===== src/inc/dout_pkg.sv =====
package dout_pkg;

    // ****************
    // Channel count and timing
    // ****************
    localparam int NUM_OUTPUTS      = 2;
    localparam int NUM_SOURCES      = 4;
    localparam int NUM_LIMITS       = 12;
    localparam int CLK_PERIOD_NS    = 50;
    localparam int NS_PER_MS        = 1000000;
    localparam int CYCLES_PER_MS    = NS_PER_MS / CLK_PERIOD_NS;

    // ****************
    // Register map (byte addresses)
    // ****************
    localparam logic [7:0] ADDR_CFG0    = 8'h00;
    localparam logic [7:0] ADDR_WIDTH0  = 8'h04;
    localparam logic [7:0] ADDR_CFG1    = 8'h08;
    localparam logic [7:0] ADDR_WIDTH1  = 8'h0c;
    localparam logic [7:0] ADDR_STATUS  = 8'h10;
    localparam logic [7:0] CH_STRIDE    = 8'h08;

    // ****************
    // Field positions
    // ****************
    localparam int CFG_ACTION_LSB   = 0;
    localparam int CFG_MODE_BIT     = 3;
    localparam int CFG_SOURCE_LSB   = 4;
    localparam int CFG_QUANTUM_LSB  = 6;
    localparam int CFG_LIMIT_LSB    = 8;
    localparam int CFG_REMOTE_BIT   = 12;
    localparam int CFG_PULSES_LSB   = 16;
    localparam int WIDTH_MS_LSB     = 0;
    localparam int STAT_LEVEL_LSB   = 0;
    localparam int STAT_BUSY_LSB    = 2;
    localparam int STAT_ROT_BIT     = 4;

    // ****************
    // Limits and reset values
    // ****************
    localparam logic [9:0] PULSES_MIN   = 10'h001;
    localparam logic [9:0] PULSES_MAX   = 10'h3e7;
    localparam logic [9:0] PULSES_RST   = 10'h001;
    localparam logic [8:0] WIDTH_MS_MIN = 9'h01e;
    localparam logic [8:0] WIDTH_MS_MAX = 9'h1f4;
    localparam logic [8:0] WIDTH_MS_RST = 9'h064;
    localparam logic [3:0] LIMIT_SEL_LOGIC = 4'h0;
    localparam logic [3:0] LIMIT_SEL_MAX   = 4'hc;
    localparam logic [15:0] PENDING_MAX    = 16'hffff;

    typedef enum logic [2:0] {
        ACT_OFF              = 3'h0,
        ACT_DEVICE_ON        = 3'h1,
        ACT_REMOTE           = 3'h2,
        ACT_ROTATION         = 3'h3,
        ACT_SYNC             = 3'h4,
        ACT_THRESHOLD_BREACH = 3'h5,
        ACT_ENERGY_PULSE     = 3'h6
    } action_t;

    typedef enum logic {
        MODE_PULSE = 1'b0,
        MODE_EDGE  = 1'b1
    } mode_t;

    typedef enum logic [1:0] {
        SRC_ACTIVE_ENERGY_IN    = 2'h0,
        SRC_ACTIVE_ENERGY_OUT   = 2'h1,
        SRC_REACTIVE_ENERGY_IN  = 2'h2,
        SRC_REACTIVE_ENERGY_OUT = 2'h3
    } source_t;

    typedef enum logic [1:0] {
        QUANTUM_1    = 2'h0,
        QUANTUM_10   = 2'h1,
        QUANTUM_100  = 2'h2,
        QUANTUM_1000 = 2'h3
    } quantum_t;

    typedef enum logic [1:0] {
        ENG_IDLE   = 2'b00,
        ENG_ACTIVE = 2'b01,
        ENG_GAP    = 2'b11
    } eng_state_t;

    typedef struct packed {
        action_t    action;
        mode_t      mode;
        source_t    source;
        quantum_t   quantum;
        logic [3:0] limit_sel;
        logic       remote_level;
        logic [9:0] pulses;
        logic [8:0] width_ms;
    } ch_cfg_t;

    localparam ch_cfg_t CFG_RST = '{
        action:       ACT_OFF,
        mode:         MODE_PULSE,
        source:       SRC_ACTIVE_ENERGY_IN,
        quantum:      QUANTUM_1,
        limit_sel:    LIMIT_SEL_LOGIC,
        remote_level: 1'b0,
        pulses:       PULSES_RST,
        width_ms:     WIDTH_MS_RST
    };

    function automatic logic [9:0] quantum_ticks(input quantum_t q);
        logic [9:0] n;
        n = 10'h001;
        unique case (q)
            QUANTUM_1:    n = 10'h001;
            QUANTUM_10:   n = 10'h00a;
            QUANTUM_100:  n = 10'h064;
            QUANTUM_1000: n = 10'h3e8;
        endcase
        return n;
    endfunction

endpackage


===== src/rtl/level_sync.sv =====
`timescale 1ns/1ps
module level_sync
    import dout_pkg::*;
(
    input  wire logic i_core_clk,
    input  wire logic i_sys_rst,
    input  wire logic i_async,
    output logic      o_sync
);
    logic stage1;
    logic next_stage1;
    logic next_sync;

    always_comb begin
        next_stage1 = i_async;
        next_sync   = stage1;
    end

    always_ff @(posedge i_core_clk) begin
        if (i_sys_rst) begin
            stage1 <= 1'b0;
            o_sync <= 1'b0;
        end else begin
            stage1 <= next_stage1;
            o_sync <= next_sync;
        end
    end
endmodule


===== src/rtl/pulse_engine.sv =====
`timescale 1ns/1ps
module pulse_engine
    import dout_pkg::*;
#(
    parameter int P_CYCLES_PER_MS = CYCLES_PER_MS
)(
    input  wire logic                   i_core_clk,
    input  wire logic                   i_sys_rst,
    input  wire ch_cfg_t                i_cfg,
    input  wire logic [NUM_SOURCES-1:0] i_energy_tick,
    output logic                        o_level,
    output logic                        o_busy
);
    localparam int PW = $clog2(P_CYCLES_PER_MS + 1);
    localparam logic [PW-1:0] PRESC_LAST = PW'(P_CYCLES_PER_MS - 1);

    eng_state_t  state;
    eng_state_t  next_state;
    logic [9:0]  qcount;
    logic [9:0]  next_qcount;
    logic [15:0] pending;
    logic [15:0] next_pending;
    logic [PW-1:0] presc;
    logic [PW-1:0] next_presc;
    logic [8:0]  ms_cnt;
    logic [8:0]  next_ms_cnt;
    logic [8:0]  width_lat;
    logic [8:0]  next_width_lat;
    logic        next_level;
    logic        enabled;
    logic        tick;
    logic        quantum_done;
    logic        ms_tick;
    logic        phase_end;
    logic        take;
    logic [16:0] sum;

    always_comb begin
        enabled      = (i_cfg.action == ACT_ENERGY_PULSE);
        tick         = i_energy_tick[i_cfg.source];                        // RQ11
        quantum_done = tick && (qcount == quantum_ticks(i_cfg.quantum) - 10'h001); // RQ12
        ms_tick      = (presc == PRESC_LAST);
        phase_end    = ms_tick && (ms_cnt == width_lat - 9'h001);           // RQ14
        take         = (state == ENG_IDLE) && (pending != 16'h0000);
        next_state     = state;
        next_qcount    = qcount;
        next_presc     = presc;
        next_ms_cnt    = ms_cnt;
        next_width_lat = width_lat;
        next_level     = o_level;
        // Quantum counter wraps once per energy quantum
        if (tick) begin
            next_qcount = quantum_done ? 10'h000 : qcount + 10'h001;
        end
        // Backlog grows by the pulse count, shrinks by one per emission
        sum = {1'b0, pending} + (quantum_done ? {7'h00, i_cfg.pulses} : 17'h00000)
              - (take ? 17'h00001 : 17'h00000);                            // RQ9 RQ13
        next_pending = sum[16] ? PENDING_MAX : sum[15:0];                  // RQ16
        if (state != ENG_IDLE) begin
            next_presc = ms_tick ? '0 : presc + PW'(1);
            if (ms_tick) begin
                next_ms_cnt = ms_cnt + 9'h001;
            end
        end
        unique case (state)
            ENG_IDLE: begin
                if (take) begin
                    next_state     = ENG_ACTIVE;
                    next_presc     = '0;
                    next_ms_cnt    = 9'h000;
                    next_width_lat = i_cfg.width_ms;                        // RQ14
                    next_level     = (i_cfg.mode == MODE_EDGE) ? ~o_level : 1'b1; // RQ10
                end
            end
            ENG_ACTIVE: begin
                if (phase_end) begin
                    next_state  = ENG_GAP;
                    next_presc  = '0;
                    next_ms_cnt = 9'h000;
                    if (i_cfg.mode == MODE_PULSE) begin
                        next_level = 1'b0;
                    end
                end
            end
            ENG_GAP: begin
                // Pause as long as the pulse before the next one may start
                if (phase_end) begin
                    next_state = ENG_IDLE;                                  // RQ15
                end
            end
            default: next_state = ENG_IDLE;
        endcase
        if (!enabled) begin
            next_state   = ENG_IDLE;
            next_qcount  = 10'h000;
            next_pending = 16'h0000;
            next_presc   = '0;
            next_ms_cnt  = 9'h000;
            next_level   = 1'b0;
        end
    end

    always_ff @(posedge i_core_clk) begin
        if (i_sys_rst) begin
            state     <= ENG_IDLE;
            qcount    <= 10'h000;
            pending   <= 16'h0000;
            presc     <= '0;
            ms_cnt    <= 9'h000;
            width_lat <= WIDTH_MS_RST;
            o_level   <= 1'b0;
            o_busy    <= 1'b0;
        end else begin
            state     <= next_state;
            qcount    <= next_qcount;
            pending   <= next_pending;
            presc     <= next_presc;
            ms_cnt    <= next_ms_cnt;
            width_lat <= next_width_lat;
            o_level   <= next_level;
            o_busy    <= (next_state != ENG_IDLE) || (next_pending != 16'h0000);
        end
    end
endmodule


===== src/rtl/digital_output_controller.sv =====
// The APB slave port and the register offsets were decided locally.
`timescale 1ns/1ps
// Overview of operation
// (RQ1) Two outputs, channel 0 and channel 1, each with its own function and settings.
// (RQ2) The off function, selected after reset, holds the output low.
// (RQ3) The device-on function drives the output high whenever the device runs.
// (RQ4) The remote function drives the output only from the software-written level bit.
// (RQ5) The rotation function drives the output high while a clockwise field is seen.
// (RQ6) The sync function forwards the synchronisation signal to other devices.
// (RQ7) The threshold breach function follows the selected limit exactly while it is violated.
// (RQ8) The limit selector picks the combined result (default) or one of limits 0 to 11.
// (RQ9) The energy function emits the set number of events per quantum of the chosen counter.
// (RQ10) The style bit picks discrete pulses (default) or level changes as events.
// (RQ11) The energy source is one of four accumulators, active import by default.
// (RQ12) The quantum is 1, 10, 100 or 1000 units, 1 by default.
// (RQ13) The events per quantum range from 1 to 999, 1 by default.
// (RQ14) The pulse width ranges from 30 ms to 500 ms, 100 ms by default.
// (RQ15) The pause between events is at least the pulse width.
// (RQ16) Events that arrive faster than they can be sent are counted and sent later.
module digital_output_controller
    import dout_pkg::*;
#(
    parameter int P_CYCLES_PER_MS = CYCLES_PER_MS
)(
    input  wire logic                   i_core_clk,
    input  wire logic                   i_sys_rst,
    input  wire logic                   psel,
    input  wire logic                   penable,
    input  wire logic                   pwrite,
    input  wire logic [7:0]             paddr,
    input  wire logic [31:0]            pwdata,
    output logic                        pready,
    output logic [31:0]                 prdata,
    output logic                        pslverr,
    input  wire logic                   i_rotation_cw,
    input  wire logic                   i_sync_signal,
    input  wire logic                   i_limit_logic,
    input  wire logic [NUM_LIMITS-1:0]  i_limit_flags,
    input  wire logic [NUM_SOURCES-1:0] i_energy_tick,
    output logic [NUM_OUTPUTS-1:0]      o_dout
);

    // ****************
    // Declarations
    // ****************
    ch_cfg_t                cfg [NUM_OUTPUTS];
    ch_cfg_t                next_cfg [NUM_OUTPUTS];
    logic [NUM_OUTPUTS-1:0] eng_level;
    logic [NUM_OUTPUTS-1:0] eng_busy;
    logic [NUM_OUTPUTS-1:0] next_dout;
    logic                   rot_cw;
    logic                   next_pready;
    logic [31:0]            next_prdata;
    logic                   next_pslverr;
    logic                   setup;
    logic                   access_wr;
    logic                   addr_ok;
    logic [31:0]            rd_word;

    // ****************
    // Helpers
    // ****************
    function automatic logic [9:0] clamp_pulses(input logic [9:0] v);
        logic [9:0] r;
        r = v;
        if (v < PULSES_MIN) begin
            r = PULSES_MIN;
        end else if (v > PULSES_MAX) begin
            r = PULSES_MAX;
        end
        return r;
    endfunction

    function automatic logic [8:0] clamp_width(input logic [8:0] v);
        logic [8:0] r;
        r = v;
        if (v < WIDTH_MS_MIN) begin
            r = WIDTH_MS_MIN;
        end else if (v > WIDTH_MS_MAX) begin
            r = WIDTH_MS_MAX;
        end
        return r;
    endfunction

    function automatic logic [31:0] pack_cfg(input ch_cfg_t c);
        logic [31:0] w;
        w = 32'h0000_0000;
        w[CFG_ACTION_LSB +: 3]  = c.action;
        w[CFG_MODE_BIT]         = c.mode;
        w[CFG_SOURCE_LSB +: 2]  = c.source;
        w[CFG_QUANTUM_LSB +: 2] = c.quantum;
        w[CFG_LIMIT_LSB +: 4]   = c.limit_sel;
        w[CFG_REMOTE_BIT]       = c.remote_level;
        w[CFG_PULSES_LSB +: 10] = c.pulses;
        return w;
    endfunction

    // ****************
    // Pin synchroniser
    // ****************
    // Rotation sense is asynchronous
    level_sync u_rot_sync (
        .i_core_clk (i_core_clk),
        .i_sys_rst  (i_sys_rst),
        .i_async    (i_rotation_cw),
        .o_sync     (rot_cw)
    );

    // ****************
    // APB slave
    // ****************
    // One wait-free access: answer is prepared in setup, shown in access
    always_comb begin
        setup     = psel && !penable;
        access_wr = psel && penable && pready && pwrite;
        addr_ok   = 1'b1;
        rd_word   = 32'h0000_0000;
        unique case (paddr)
            ADDR_CFG0:   rd_word = pack_cfg(cfg[0]);
            ADDR_WIDTH0: rd_word = {23'h000000, cfg[0].width_ms};
            ADDR_CFG1:   rd_word = pack_cfg(cfg[1]);
            ADDR_WIDTH1: rd_word = {23'h000000, cfg[1].width_ms};
            ADDR_STATUS: begin
                rd_word[STAT_LEVEL_LSB +: NUM_OUTPUTS] = o_dout;
                rd_word[STAT_BUSY_LSB +: NUM_OUTPUTS]  = eng_busy;
                rd_word[STAT_ROT_BIT]                  = rot_cw;
            end
            default:     addr_ok = 1'b0;
        endcase
        next_pready  = setup;
        next_prdata  = (setup && !pwrite && addr_ok) ? rd_word : 32'h0000_0000;
        next_pslverr = setup && !addr_ok;
    end

    always_ff @(posedge i_core_clk) begin
        if (i_sys_rst) begin
            pready  <= 1'b0;
            prdata  <= 32'h0000_0000;
            pslverr <= 1'b0;
        end else begin
            pready  <= next_pready;
            prdata  <= next_prdata;
            pslverr <= next_pslverr;
        end
    end

    // ****************
    // Per-channel configuration registers
    // ****************
    // Out-of-range limit, pulse and width values clamped; the action code is stored as written
    always_comb begin
        for (int ch = 0; ch < NUM_OUTPUTS; ch++) begin
            next_cfg[ch] = cfg[ch];
            if (access_wr && paddr == ADDR_CFG0 + 8'(ch) * CH_STRIDE) begin   // RQ1
                next_cfg[ch].action       = action_t'(pwdata[CFG_ACTION_LSB +: 3]);
                next_cfg[ch].mode         = mode_t'(pwdata[CFG_MODE_BIT]);
                next_cfg[ch].source       = source_t'(pwdata[CFG_SOURCE_LSB +: 2]);
                next_cfg[ch].quantum      = quantum_t'(pwdata[CFG_QUANTUM_LSB +: 2]);
                next_cfg[ch].limit_sel    = (pwdata[CFG_LIMIT_LSB +: 4] > LIMIT_SEL_MAX)
                                            ? LIMIT_SEL_MAX
                                            : pwdata[CFG_LIMIT_LSB +: 4];       // RQ8
                next_cfg[ch].remote_level = pwdata[CFG_REMOTE_BIT];           // RQ4
                next_cfg[ch].pulses       = clamp_pulses(pwdata[CFG_PULSES_LSB +: 10]); // RQ13
            end
            if (access_wr && paddr == ADDR_WIDTH0 + 8'(ch) * CH_STRIDE) begin
                next_cfg[ch].width_ms = clamp_width(pwdata[WIDTH_MS_LSB +: 9]); // RQ14
            end
        end
    end

    always_ff @(posedge i_core_clk) begin
        if (i_sys_rst) begin
            for (int ch = 0; ch < NUM_OUTPUTS; ch++) begin
                cfg[ch] <= CFG_RST;                                           // RQ2
            end
        end else begin
            for (int ch = 0; ch < NUM_OUTPUTS; ch++) begin
                cfg[ch] <= next_cfg[ch];
            end
        end
    end

    // ****************
    // Energy pulse engines
    // ****************
    for (genvar g = 0; g < NUM_OUTPUTS; g++) begin : g_eng
        pulse_engine #(
            .P_CYCLES_PER_MS (P_CYCLES_PER_MS)
        ) u_eng (
            .i_core_clk    (i_core_clk),
            .i_sys_rst     (i_sys_rst),
            .i_cfg         (cfg[g]),
            .i_energy_tick (i_energy_tick),
            .o_level       (eng_level[g]),
            .o_busy        (eng_busy[g])
        );
    end

    // ****************
    // Output function select
    // ****************
    always_comb begin
        for (int ch = 0; ch < NUM_OUTPUTS; ch++) begin
            next_dout[ch] = 1'b0;
            unique case (cfg[ch].action)
                ACT_OFF:          next_dout[ch] = 1'b0;                       // RQ2
                ACT_DEVICE_ON:    next_dout[ch] = 1'b1;                       // RQ3
                ACT_REMOTE:       next_dout[ch] = cfg[ch].remote_level;       // RQ4
                ACT_ROTATION:     next_dout[ch] = rot_cw;                     // RQ5
                ACT_SYNC:         next_dout[ch] = i_sync_signal;              // RQ6
                ACT_THRESHOLD_BREACH: begin
                    if (cfg[ch].limit_sel == LIMIT_SEL_LOGIC) begin
                        next_dout[ch] = i_limit_logic;                        // RQ7 RQ8
                    end else begin
                        next_dout[ch] = i_limit_flags[cfg[ch].limit_sel - 4'h1]; // RQ7 RQ8
                    end
                end
                ACT_ENERGY_PULSE: next_dout[ch] = eng_level[ch];              // RQ9
                default:          next_dout[ch] = 1'b0;
            endcase
        end
    end

    // Costs one cycle of latency but keeps the pins glitch-free
    always_ff @(posedge i_core_clk) begin
        if (i_sys_rst) begin
            o_dout <= '0;
        end else begin
            o_dout <= next_dout;
        end
    end

endmodule


===== config.mk =====
export PLATFORM = sky130hd
export DESIGN_NAME = digital_output_controller
export DESIGN_NICKNAME = d
export VERILOG_FILES = /design/src/inc/dout_pkg.sv /design/src/rtl/level_sync.sv /design/src/rtl/pulse_engine.sv /design/src/rtl/digital_output_controller.sv
export SDC_FILE = /design/constraint.sdc
export NUM_CORES = 1
export LEC_CHECK = 0
export ABC_AREA = 1
export BUFFER_PORTS_ARGS = -buffer_cell sky130_fd_sc_hd__clkbuf_2
export CORE_ASPECT_RATIO = 0.6
export CORE_MARGIN = 4
export CORE_UTILIZATION = 54
export CTS_BUF_LIST = sky130_fd_sc_hd__clkbuf_4
export DETAILED_ROUTE_END_ITERATION = 10
export GPL_TIMING_DRIVEN = 0
export PLACE_DENSITY = 0.72
export SLEW_MARGIN = 20
export SYNTH_ARGS = -nofsm -noshare
export SYNTH_HDL_FRONTEND = slang
export SYNTH_HIERARCHICAL = 1
export SYNTH_SLANG_ARGS = --single-unit

===== constraint.sdc =====
create_clock -name i_core_clk -period 6.7 [get_ports i_core_clk]
set_input_delay 1.34 -clock i_core_clk [delete_from_list [all_inputs] [get_ports i_core_clk]]
set_output_delay 1.34 -clock i_core_clk [all_outputs]
set_load 0.1 [all_outputs]

==> impl_metrics.env <==
export IMPL_hold_path_class="reg -> reg"
export IMPL_ir_drop_mv=0.174
export IMPL_grt_max_degree=15
export IMPL_crit_path_max_fanout=10
export IMPL_ys_types=54
export IMPL_nFillCells=2349
export IMPL_tritoncts="built"
export IMPL_clkLatencyLatePin_ns=0.72
export IMPL_num_io_pins=100
export IMPL_antenna_found_initial=1
export IMPL_cp_required_ns=7.24
export IMPL_max_freq_mhz=221
export IMPL_p_per_area_nw_per_um2=165
export IMPL_via_count=14200
export IMPL_root_buffer="clkbuf_4"
export IMPL_drt_wl_total_um=41000
export IMPL_grt_pass1_vias=12600
export IMPL_post_cts_resized=0
export IMPL_drive_gt1_frac=0.129
export IMPL_post_cts_buffers=0
export IMPL_drc=0
export IMPL_dr_pass1_iters=6
export IMPL_period_needed_ns=4.52
export IMPL_slowest_delay_ns=0.49
export IMPL_status="finished, final reports clean"
export IMPL_start_util=0.556
export IMPL_rsz0062_at_grt="false"
export IMPL_final_util=0.616
export IMPL_antenna_left=0
export IMPL_wl_per_cell_um=15.7
export IMPL_max_slew_margin_rel=0.286
export IMPL_min_period_over_period=0.675
export IMPL_viasPerCell=5.44
export IMPL_fin_skew_ns=0.0629
export IMPL_worst_path_buf_inv=4
export IMPL_io_buffers=81
export IMPL_fin_nets=2383
export IMPL_async_reset_ff_frac=0
export IMPL_row_count=44
export IMPL_fp_dieW_um=213
export IMPL_place_gp_congestion=0.981
export IMPL_grt_pass1_wl_um=64600
export IMPL_setup_tns_ns=0
export IMPL_ys_flop_type="dfxtp_1"
export IMPL_syn_avg_cell_area_um2=6.49
export IMPL_setup_viol=0
export IMPL_yosys_top_cells_area="dfxtp_1 32%, nand2_1 15%, inv_1 8.7%, ha_1 6.2%, nand3_1 5.8%"
export IMPL_drt_iter0_markers=1714
export IMPL_cp_slowest_cell="fa_1"
export IMPL_grt_use_total=0.283
export IMPL_hold_viol_final=0
export IMPL_area_delta_synth_final_pct=10.8
export IMPL_yosys_area_top_type="dfxtp_1"
export IMPL_total_power_mw=2.49
export IMPL_grt_busiest_layer="met1"
export IMPL_use_met2=0.360
export IMPL_maxSlewViolCount=0
export IMPL_grt_met1_usage=0.471
export IMPL_clkTransAtPathRegs_ns=0.07
export IMPL_cts_buffers=54
export IMPL_cp_arrival_ns=5.07
export IMPL_finalWorstSetupSlack_ns=2.18
export IMPL_p_leak_nw=7.27
export IMPL_syn_inst=2104
export IMPL_coreArea_um2=24600
export IMPL_htreeDepth=2
export IMPL_dp_hpwl_um=32300
export IMPL_die_h_um=131
export IMPL_worst_pin_slew_ns=1.06
export IMPL_holdBufCountCts=0
export IMPL_clock_sinks=219
export IMPL_cp_start_kind="flop"
export IMPL_yosysSeqAreaShare=0.321
export IMPL_hold_ws_ns=0.402
export IMPL_met3_usage=0.0693
export IMPL_maxCapViolCount=0
export IMPL_syn_area_um2=13700
export IMPL_cpMostUsedCell="nand2_2"
export IMPL_grt_overflow=0
export IMPL_crit_type="reg -> reg"
export IMPL_diodes=0
export IMPL_synth_edf_count=0
export IMPL_cpLargestDelayFamily="simple AND/OR/NAND/NOR gates"
export IMPL_yosys_warnings=6
export IMPL_die_area_um2=28000
export IMPL_ys_ff_latch=219
export IMPL_place_ws_ns=1.63
export IMPL_yosysTopAreaCellShare=0.321
export IMPL_endpoint_kind="flop"
export IMPL_clk_path_buf_depth=3
==> report_power, final <==
part           switching, mW  total, mW  internal, mW
registers           0.000599       1.30          1.30
logic                 0.0884      0.117        0.0287
clock network          0.541       1.07         0.532
total                  0.630       2.49          1.86
==> cells by family (layout without fill, tap and decap cells) <==
| family | Yosys count | in the layout | synth area share |
|---|---|---|---|
| simple gates | 1099 | 1099 | 0.356 |
| other cells | 1 | 9 | 0.000275 |
| fa+ha+maj | 70 | 70 | 0.0652 |
| xor+xnor | 48 | 48 | 0.0308 |
| mux | 1 | 1 | 0.000733 |
| buf+inv | 402 | 570 | 0.118 |
| compound gates | 264 | 264 | 0.107 |
| flops | 219 | 219 | 0.321 |
==> cells in the final DEF, fill, tap and decap left out, types with 35 or more instances in the layout <==
cell type  netlist  final
nand2_1        551    551
inv_1          315    315
dfxtp_1        219    219
nor2_1         209    209
nand3_1        158    158
a21oi_1        119    119
o21ai_0         85     85
clkbuf_2         0     81
clkbuf_4         0     72
ha_1            68     68
nand4_1         40     40
nor3_1          35     35
==> registers in the layout, summed over array words and instances (netlist names) <==
name	cells
cfg	64
u_rot_sync/o_sync	1
g_eng.u_eng/width_lat	18
g_eng.u_eng/presc	30
g_eng.u_eng/o_busy	2
g_eng.u_eng/qcount	20
g_eng.u_eng/o_level	2
o_dout	2
pready	1
prdata	23
g_eng.u_eng/pending	32
g_eng.u_eng/state	4
g_eng.u_eng/ms_cnt	18
u_rot_sync/next_sync	1
pslverr	1
==> tightest hold or removal path, delay by kind of cell, from the launching register on <==
| family | cells | cell delay (ns) |
|---|---|---|
| buffers and inverters | 1 | 0.04 |
| and+or+nand+nor | 1 | 0.04 |
| DFF | 1 | 0.30 |
==> final timing paths <==
kind	slack, ns	cells past startpoint	startpoint	to
worst min-delay path	0.40	2	u_rot_sync/next_sync	u_rot_sync/o_sync
worst max register to register	2.18	25	g_eng[0].u_eng/pending[0]	g_eng[0].u_eng/o_busy
worst max-delay path	2.18	25	g_eng[0].u_eng/pending[0]	g_eng[0].u_eng/o_busy
worst min register to register	0.40	2	u_rot_sync/next_sync	u_rot_sync/o_sync
==> final cells by class <==
type / instances / area [um2] / share of cell area
buffer: 49 / 290 / 0.0192
clock buffer: 72 / 541 / 0.0357
clock inverter: 15 / 90.1 / 0.00596
inverter: 353 / 1330 / 0.0877
multi-input combinational: 1491 / 7690 / 0.508
sequential: 219 / 4380 / 0.290
tap: 322 / 403 / 0.0266
timing repair buffer: 81 / 405 / 0.0268
==> metal layers <==
metal,wire length (um),part of all wire,vias to the layer above
met4,544,0.013,2
met2,14800,0.36,699
met5,7,0.00017,-
met3,4580,0.11,53
li1,-,-,7003
met1,21100,0.51,6395
==> Yosys cell counts, drive strengths merged (2+ instances only) <==
library cell	n
a211oi	5
a21oi	127
a31oi	8
and2	3
buf	34
clkbuf	15
clkinv	8
dfxtp	219
fa	2
ha	68
inv	345
nand2	580
nand3	163
nand3b	10
nand4	40
nor2	221
nor3	43
nor3b	12
nor4	19
o211ai	16
o21ai	100
o21bai	2
o31ai	2
or2	6
xnor2	16
xor2	32
==> stage by stage <==
step                instance area (um2)  std cells
floorplan                         13700       2112
global placement                  14500       2515
detailed placement                14500       2515
CTS                               15100       2602
global route                      15100       2602
finish                            15100       2602
Power figures use the tool's default switching activity.
